===== src/pkg/adcrd_consts.svh =====
`ifndef ADCRD_CONSTS_SVH
`define ADCRD_CONSTS_SVH
`define ADCRD_BYTE_BITS 4'h8
`define ADCRD_LAST_BYTE 2'h2
`define ADCRD_RES_W 24
`define ADCRD_RES_MSB 23
`define ADCRD_ZERO_BITS 6
`define ADCRD_FS_LSB 32'h0001_0000
`define ADCRD_CLAMP_HI 24'hC0_0000
`define ADCRD_CLAMP_LO 24'h3F_FFC0
`define ADCRD_CHAN_RESET 8'h00
`define ADCRD_CHAN_EN 3'h5
`define ADCRD_RESULT_RESET 24'h00_0000
`endif


===== src/pkg/adcrd_pkg.sv =====
package adcrd_pkg;

  typedef enum logic [2:0] {
    ST_IDLE,
    ST_ADDR,
    ST_ADDR_ACK,
    ST_WR_DATA,
    ST_WR_ACK,
    ST_RD_DATA,
    ST_RD_ACK,
    ST_RD_NEXT
  } adcrd_state_e;

  typedef logic [23:0] adcrd_result_t;

endpackage


===== src/pkg/adcrd_line_if.sv =====
`timescale 1ns/100ps
interface adcrd_line_if;
  logic scl;
  logic sda;
  logic scl_rise;
  logic scl_fall;
  logic start;
  logic stop;

  modport src
  (
    output scl, sda, scl_rise, scl_fall, start, stop
  );

  modport dst
  (
    input scl, sda, scl_rise, scl_fall, start, stop
  );
endinterface


===== src/adcrd_i2c_slave.sv =====
`timescale 1ns/100ps
`include "adcrd_consts.svh"
module adcrd_i2c_slave #(
  parameter int RAW_W = 19,
  parameter int ADDR_W = 7
)
(
  input wire logic clk_i,
  input wire logic reset_n_i,
  input wire logic scl_i,
  input wire logic sda_i,
  input wire logic [ADDR_W-1:0] addr_i,
  input wire logic conv_done_i,
  input wire logic signed [RAW_W-1:0] conv_raw_i,
  output logic sda_o,
  output logic sda_oe_n_o,
  output logic conv_start_o,
  output logic converting_o,
  output logic sleep_o,
  output logic bus_busy_o,
  output logic [7:0] channel_select_o,
  output adcrd_pkg::adcrd_result_t conversion_result_o
);

  localparam logic signed [RAW_W-1:0] FS_POS = RAW_W'(`ADCRD_FS_LSB);
  localparam logic signed [RAW_W-1:0] FS_NEG = -FS_POS;

  adcrd_line_if line();

  adcrd_pkg::adcrd_state_e state;
  logic [ADDR_W-1:0] addr_meta;
  logic [ADDR_W-1:0] addr_q;
  logic [3:0] bit_cnt;
  logic [1:0] byte_cnt;
  logic [7:0] shift_in;
  adcrd_pkg::adcrd_result_t shift_out;
  logic boot;
  logic pending;
  logic addr_hit;
  logic addr_ack;
  logic full_read;
  logic go;
  logic wr_byte_done;
  logic in_read;

  // Pack raw converter value into the 24-bit output word
  function automatic adcrd_pkg::adcrd_result_t format_result
  (
    input logic signed [RAW_W-1:0] raw
  );
    adcrd_pkg::adcrd_result_t res;
    if (raw >= FS_POS)
    begin
      res = `ADCRD_CLAMP_HI;
    end
    else if (raw < FS_NEG)
    begin
      res = `ADCRD_CLAMP_LO;
    end
    else
    begin
      res = {~raw[16], raw[16:0], {`ADCRD_ZERO_BITS{1'b0}}};
    end
    return res;
  endfunction

  adcrd_line_sync u_sync
  (
    .clk_i(clk_i),
    .reset_n_i(reset_n_i),
    .scl_i(scl_i),
    .sda_i(sda_i),
    .line(line)
  );

  // Address straps come from pins
  always_ff @(posedge clk_i)
  begin
    if (!reset_n_i)
    begin
      addr_meta <= '0;
      addr_q <= '0;
    end
    else
    begin
      addr_meta <= addr_i;
      addr_q <= addr_meta;
    end
  end

  assign addr_hit = (shift_in[7:1] == addr_q) && !converting_o;

  assign addr_ack = (state == adcrd_pkg::ST_ADDR) && line.scl_fall
    && (bit_cnt == `ADCRD_BYTE_BITS) && addr_hit;

  assign full_read = (state == adcrd_pkg::ST_RD_ACK) && line.scl_rise
    && (byte_cnt == `ADCRD_LAST_BYTE);

  assign wr_byte_done = (state == adcrd_pkg::ST_WR_DATA) && line.scl_fall
    && (bit_cnt == `ADCRD_BYTE_BITS);

  assign go = boot || full_read || (line.stop && pending);

  assign in_read = (state == adcrd_pkg::ST_RD_DATA)
    || (state == adcrd_pkg::ST_RD_ACK)
    || (state == adcrd_pkg::ST_RD_NEXT);

  // Bus busy between start and stop
  always_ff @(posedge clk_i)
  begin
    if (!reset_n_i)
    begin
      bus_busy_o <= 1'b0;
    end
    else if (line.start)
    begin
      bus_busy_o <= 1'b1;
    end
    else if (line.stop)
    begin
      bus_busy_o <= 1'b0;
    end
  end

  // First conversion runs right after reset
  always_ff @(posedge clk_i)
  begin
    if (!reset_n_i)
    begin
      boot <= 1'b1;
    end
    else
    begin
      boot <= 1'b0;
    end
  end

  // Access that must end in a conversion once the master stops
  always_ff @(posedge clk_i)
  begin
    if (!reset_n_i)
    begin
      pending <= 1'b0;
    end
    else if (addr_ack)
    begin
      pending <= 1'b1;
    end
    else if (go)
    begin
      pending <= 1'b0;
    end
  end

  // Conversion start pulse and busy level
  always_ff @(posedge clk_i)
  begin
    if (!reset_n_i)
    begin
      conv_start_o <= 1'b0;
      converting_o <= 1'b1;
    end
    else
    begin
      conv_start_o <= go;
      if (go)
      begin
        converting_o <= 1'b1;
      end
      else if (conv_done_i)
      begin
        converting_o <= 1'b0;
      end
    end
  end

  // Sleep once done, left after the read address ACK clock, while read data shifts out
  always_ff @(posedge clk_i)
  begin
    if (!reset_n_i)
    begin
      sleep_o <= 1'b0;
    end
    else
    begin
      sleep_o <= !converting_o && !in_read && !go;
    end
  end

  // Result register
  always_ff @(posedge clk_i)
  begin
    if (!reset_n_i)
    begin
      conversion_result_o <= `ADCRD_RESULT_RESET;
    end
    else if (conv_done_i && converting_o)
    begin
      conversion_result_o <= format_result(conv_raw_i);
    end
  end

  // Channel register
  always_ff @(posedge clk_i)
  begin
    if (!reset_n_i)
    begin
      channel_select_o <= `ADCRD_CHAN_RESET;
    end
    else if (wr_byte_done && (shift_in[7:5] == `ADCRD_CHAN_EN))
    begin
      channel_select_o <= shift_in;
    end
  end

  // Open drain: only ever pulls low
  always_ff @(posedge clk_i)
  begin
    if (!reset_n_i)
    begin
      sda_o <= 1'b0;
    end
    else
    begin
      sda_o <= 1'b0;
    end
  end

  // Serial engine; start and stop only observed, never made
  always_ff @(posedge clk_i)
  begin
    if (!reset_n_i)
    begin
      state <= adcrd_pkg::ST_IDLE;
      bit_cnt <= 4'h0;
      byte_cnt <= 2'h0;
      shift_in <= 8'h00;
      shift_out <= `ADCRD_RESULT_RESET;
      sda_oe_n_o <= 1'b1;
    end
    else if (line.stop)
    begin
      state <= adcrd_pkg::ST_IDLE;
      sda_oe_n_o <= 1'b1;
    end
    else if (line.start)
    begin
      state <= adcrd_pkg::ST_ADDR;
      bit_cnt <= 4'h0;
      sda_oe_n_o <= 1'b1;
    end
    else
    begin
      unique case (state)
        adcrd_pkg::ST_IDLE:
        begin
          sda_oe_n_o <= 1'b1;
        end
        adcrd_pkg::ST_ADDR:
        begin
          if (line.scl_rise)
          begin
            shift_in <= {shift_in[6:0], line.sda};
            bit_cnt <= bit_cnt + 4'h1;
          end
          else if (line.scl_fall && (bit_cnt == `ADCRD_BYTE_BITS))
          begin
            if (addr_hit)
            begin
              sda_oe_n_o <= 1'b0;
              state <= adcrd_pkg::ST_ADDR_ACK;
            end
            else
            begin
              state <= adcrd_pkg::ST_IDLE;
            end
          end
        end
        adcrd_pkg::ST_ADDR_ACK:
        begin
          if (line.scl_fall)
          begin
            byte_cnt <= 2'h0;
            if (shift_in[0])
            begin
              sda_oe_n_o <= conversion_result_o[`ADCRD_RES_MSB];
              shift_out <= conversion_result_o << 1;
              bit_cnt <= 4'h1;
              state <= adcrd_pkg::ST_RD_DATA;
            end
            else
            begin
              sda_oe_n_o <= 1'b1;
              bit_cnt <= 4'h0;
              state <= adcrd_pkg::ST_WR_DATA;
            end
          end
        end
        adcrd_pkg::ST_WR_DATA:
        begin
          if (line.scl_rise)
          begin
            shift_in <= {shift_in[6:0], line.sda};
            bit_cnt <= bit_cnt + 4'h1;
          end
          else if (wr_byte_done)
          begin
            sda_oe_n_o <= 1'b0;
            state <= adcrd_pkg::ST_WR_ACK;
          end
        end
        adcrd_pkg::ST_WR_ACK:
        begin
          if (line.scl_fall)
          begin
            sda_oe_n_o <= 1'b1;
            bit_cnt <= 4'h0;
            state <= adcrd_pkg::ST_WR_DATA;
          end
        end
        adcrd_pkg::ST_RD_DATA:
        begin
          if (line.scl_fall)
          begin
            if (bit_cnt == `ADCRD_BYTE_BITS)
            begin
              sda_oe_n_o <= 1'b1;
              state <= adcrd_pkg::ST_RD_ACK;
            end
            else
            begin
              sda_oe_n_o <= shift_out[`ADCRD_RES_MSB];
              shift_out <= shift_out << 1;
              bit_cnt <= bit_cnt + 4'h1;
            end
          end
        end
        adcrd_pkg::ST_RD_ACK:
        begin
          if (line.scl_rise)
          begin
            byte_cnt <= byte_cnt + 2'h1;
            if (line.sda || (byte_cnt == `ADCRD_LAST_BYTE))
            begin
              state <= adcrd_pkg::ST_IDLE;
            end
            else
            begin
              state <= adcrd_pkg::ST_RD_NEXT;
            end
          end
        end
        adcrd_pkg::ST_RD_NEXT:
        begin
          if (line.scl_fall)
          begin
            sda_oe_n_o <= shift_out[`ADCRD_RES_MSB];
            shift_out <= shift_out << 1;
            bit_cnt <= 4'h1;
            state <= adcrd_pkg::ST_RD_DATA;
          end
        end
      endcase
    end
  end

endmodule


===== src/adcrd_line_sync.sv =====
`timescale 1ns/100ps
module adcrd_line_sync
(
  input wire logic clk_i,
  input wire logic reset_n_i,
  input wire logic scl_i,
  input wire logic sda_i,
  adcrd_line_if.src line
);

  logic scl_meta;
  logic scl_q;
  logic scl_d;
  logic sda_meta;
  logic sda_q;
  logic sda_d;

  // Idle bus reads high on both lines
  always_ff @(posedge clk_i)
  begin
    if (!reset_n_i)
    begin
      scl_meta <= 1'b1;
      scl_q <= 1'b1;
      scl_d <= 1'b1;
      sda_meta <= 1'b1;
      sda_q <= 1'b1;
      sda_d <= 1'b1;
    end
    else
    begin
      scl_meta <= scl_i;
      scl_q <= scl_meta;
      scl_d <= scl_q;
      sda_meta <= sda_i;
      sda_q <= sda_meta;
      sda_d <= sda_q;
    end
  end

  assign line.scl = scl_q;
  assign line.sda = sda_q;
  assign line.scl_rise = scl_q & ~scl_d;
  assign line.scl_fall = ~scl_q & scl_d;
  assign line.start = scl_q & scl_d & sda_d & ~sda_q;
  assign line.stop = scl_q & scl_d & ~sda_d & sda_q;

endmodule


===== config.mk =====
export PLATFORM = sky130hd
export DESIGN_NAME = adcrd_i2c_slave
export DESIGN_NICKNAME = d
export VERILOG_FILES = /design/src/pkg/adcrd_pkg.sv /design/src/pkg/adcrd_line_if.sv /design/src/adcrd_i2c_slave.sv /design/src/adcrd_line_sync.sv
export VERILOG_INCLUDE_DIRS = /design/src /design/src/pkg
export SDC_FILE = /design/constraint.sdc
export NUM_CORES = 1
export LEC_CHECK = 0
export BUFFER_PORTS_ARGS = -buffer_cell sky130_fd_sc_hd__buf_2
export CAP_MARGIN = 20
export CORE_ASPECT_RATIO = 0.75
export CORE_MARGIN = 5
export CORE_UTILIZATION = 30
export DETAILED_ROUTE_END_ITERATION = 8
export GPL_TIMING_DRIVEN = 0
export MAX_ROUTING_LAYER = met4
export PLACE_DENSITY = 0.45
export SYNTH_ARGS = -nofsm -noshare
export SYNTH_HDL_FRONTEND = slang
export SYNTH_HIERARCHICAL = 1
export SYNTH_SLANG_ARGS = --single-unit
export TNS_END_PERCENT = 10

===== constraint.sdc =====
create_clock -name clk_i -period 4.28 [get_ports clk_i]
set_input_delay 0.214 -clock clk_i [delete_from_list [all_inputs] [get_ports clk_i]]
set_output_delay 0.214 -clock clk_i [all_outputs]
set_load 0.005 [all_outputs]

==> results.cfg <==
[status]
status = finished, final reports clean

[cts]
cts.sink_count = 87
postCtsHoldBufs = 0
clk-insertion-delay-late_ns = 0.34
clk_pin_slew_ns = 0.07
cts_max_level = 3
ctsResizeCount = 0
cts_buffer_depth = 2
numCtsBuffers = 9
post_cts_buffers = 0
cts_root_buf = clkbuf_16
tritoncts = done

[die]
initial_utilization_pct = 30.8
core-area_um2 = 12300
row_count = 35
die-area_um2 = 15100
die_x_um = 140
io_pins = 69
die-height_um = 108

[job]
cap_violations = 0

[global_routing]
grtUsageTotal_pct = 13.7
grt_max_degree = 17
grt_pass1_vias = 3126
grt_pass1_wl_um = 16300
antenna_found_initial = 0
grt_overflow = 0

[yosys]
yosysSeqAreaShare_pct = 45.8
ys_top_cells_by_count = 87 x dfxtp_1, 52 x nand2_1, 43 x nor2_1, 29 x a21oi_1, 25 x o21ai_0
avgSynthCellArea_um2 = 8.91
ys_top_cells_by_area = dfxtp_1 46%, a311oi_2 5.1%, nand2_1 5.1%
synth_cells = 427
yosysUniqueCellTypes = 53
synth_edf_count = 0
yosysWarnings = 6
yosysMostFrequentCell = dfxtp_1
synth_ff_type = dfxtp_1
ys_async_sr_fraction_pct = 0
synth_top_area_share_pct = 45.8
synth_area_um2 = 3800
synth-seq-cells = 87
yosysTopAreaCell = dfxtp_1

[pwr]
pwr-share-seq_pct = 49.6
internal_power_uw = 1280
pwr_density_cell_nw_per_um2 = 370
p_comb_share_pct = 6.9
clkPwrFrac_pct = 43.5
switching_share_pct = 25.0
fin_total_pwr_uw = 1710
switchingPower_uw = 427
ir_drop_mv = 0.189
p_leak_uw = 0.00181

[drt]
wl_met3_um = 307
drt-total-wl_um = 9760
m1WireLength_um = 5440
wl_met2_um = 3930
top_layer = met4
ant_nets = 0
vias = 3149
avgViaCountPerCell = 4.66
wl_per_cell_um = 14.4
drc = 0
drt-initial-drc-count = 279
drt-pass1-iter-count = 4

[sta]
post-route-period-util_pct = 54.0
hold_violations = 0
relSlewSlack_pct = 46.5
holdWs_ns = 0.0636
rsz0062_at_grt = no
setup-violations-final = 0
worst_slew_pin_slew_ns = 0.783
fmax_ghz = 0.433
maxSlewViolCount = 0
fin_worst_skew_ns = 0.00716
period_needed_ns = 2.31
tns_ns = 0

[hold_path]
min-delay-path-class = in -> reg

[layout]
layout.nets = 539
post_route_cells_drive_above_1_share_pct = 24.1
areaGrowthSynthToFinish_pct = 21.5
antenna_cells = 0

[placed_design]
dp_hpwl_um = 7310
gp_congestion = 0.872
io_buffers = 61

[setup_path]
critPathCaptureType = register
r2r_slack_ns = 1.97
worst_ep_arrival_time_ns = 2.50
worstPathRequired_ns = 4.47
crit_path_max_fanout = 8
start_kind = register
path_class = reg -> reg
[critical path, cell delays in order (launching register included)]
cell       delay (ns)
dfxtp_1          0.40
and4b_1          0.22
clkbuf_1         0.20
nor2_1           0.33
nand2_1          0.22
a2111oi_0        0.66
mux2i_1          0.14
[sequential cells by signal (all words and copies together) (netlist names), 2 cells and up]
signal / flops
bit_cnt: 4
shift_out: 17
byte_cnt: 2
shift_in: 8
addr_meta: 7
conversion_result_o: 18
state: 3
addr_q: 7
channel_select_o: 8
[kinds of logic (layout without fill, tap and decap cells)]
kind of cell | Yosys count | after routing | synth area share, %
and+or+nand+nor | 177 | 177 | 23.5
AOI/OAI and AO/OA | 88 | 88 | 17.1
DFF | 87 | 87 | 45.8
buffers and inverters | 45 | 122 | 5.98
muxes | 16 | 16 | 4.21
xor gates and xnor gates | 9 | 9 | 2.07
adders and majority gates | 4 | 4 | 1.25
other | 1 | 7 | 0.0986
[cell type report]
type | count | area [µm²]
clock buffers | 9 | 225
plain buffers | 34 | 186
fillers | 1321 | 7730
repair buffers | 61 | 305
clock inverters | 7 | 56.3
multi-input cells | 301 | 1860
well taps | 166 | 208
inverters | 11 | 41.3
flip-flops and latches | 87 | 1740
[stage by stage]
stage | std cells | setup WS [ns] | area (µm²) | utilization (%)
global placement | 660 | 1.98 | 4340 | 35.1
floorplan | 433 | 2.47 | 3830 | -
global route | 676 | 1.82 | 4620 | 37.4
CTS | 676 | 2.02 | 4620 | 37.4
detailed placement | 660 | 2.03 | 4340 | 35.1
finish | 676 | 1.97 | 4620 | 37.4
[final timing paths]
path	depth (start not counted)	to	start
max	6	sda_oe_n_o	u_sync/line.sda
min	2	u_sync/sda_meta	sda_i
max reg2reg	6	sda_oe_n_o	u_sync/line.sda
min reg2reg	1	u_sync/line.scl	u_sync/scl_meta
[layout by cell type (no fill, tap or decap), types with 3 or more instances in the layout]
cell	instances
a211oi_1	3
nor3_1	4
conb_1	7
nand2_1	52
clkbuf_1	16
nand3_1	22
mux2i_1	16
ha_1	3
dfxtp_1	87
buf_4	8
xor2_1	8
a311oi_2	13
nor2_1	43
and2_1	15
buf_2	66
buf_6	3
nor2_2	10
a21oi_1	29
inv_1	11
clkbuf_16	9
nand2b_1	10
a311oi_1	3
o21ai_0	25
nor2b_1	3
[metal layers]
layer  track usage, %  vias up
met3             2.80        6
met2             18.1       73
met4             3.53        0
met5                -        -
li1                 -     1617
met1             20.8     1453
[power groups by stage]
stage	Combinational (µW)	Sequential (µW)	Clock, µW
floorplan	67.8	862	0
global placement	118	865	0
detailed placement	118	866	0
CTS	119	847	766
global route	134	849	798
finish	118	847	743
No activity file was read; power rests on OpenSTA's default activity.
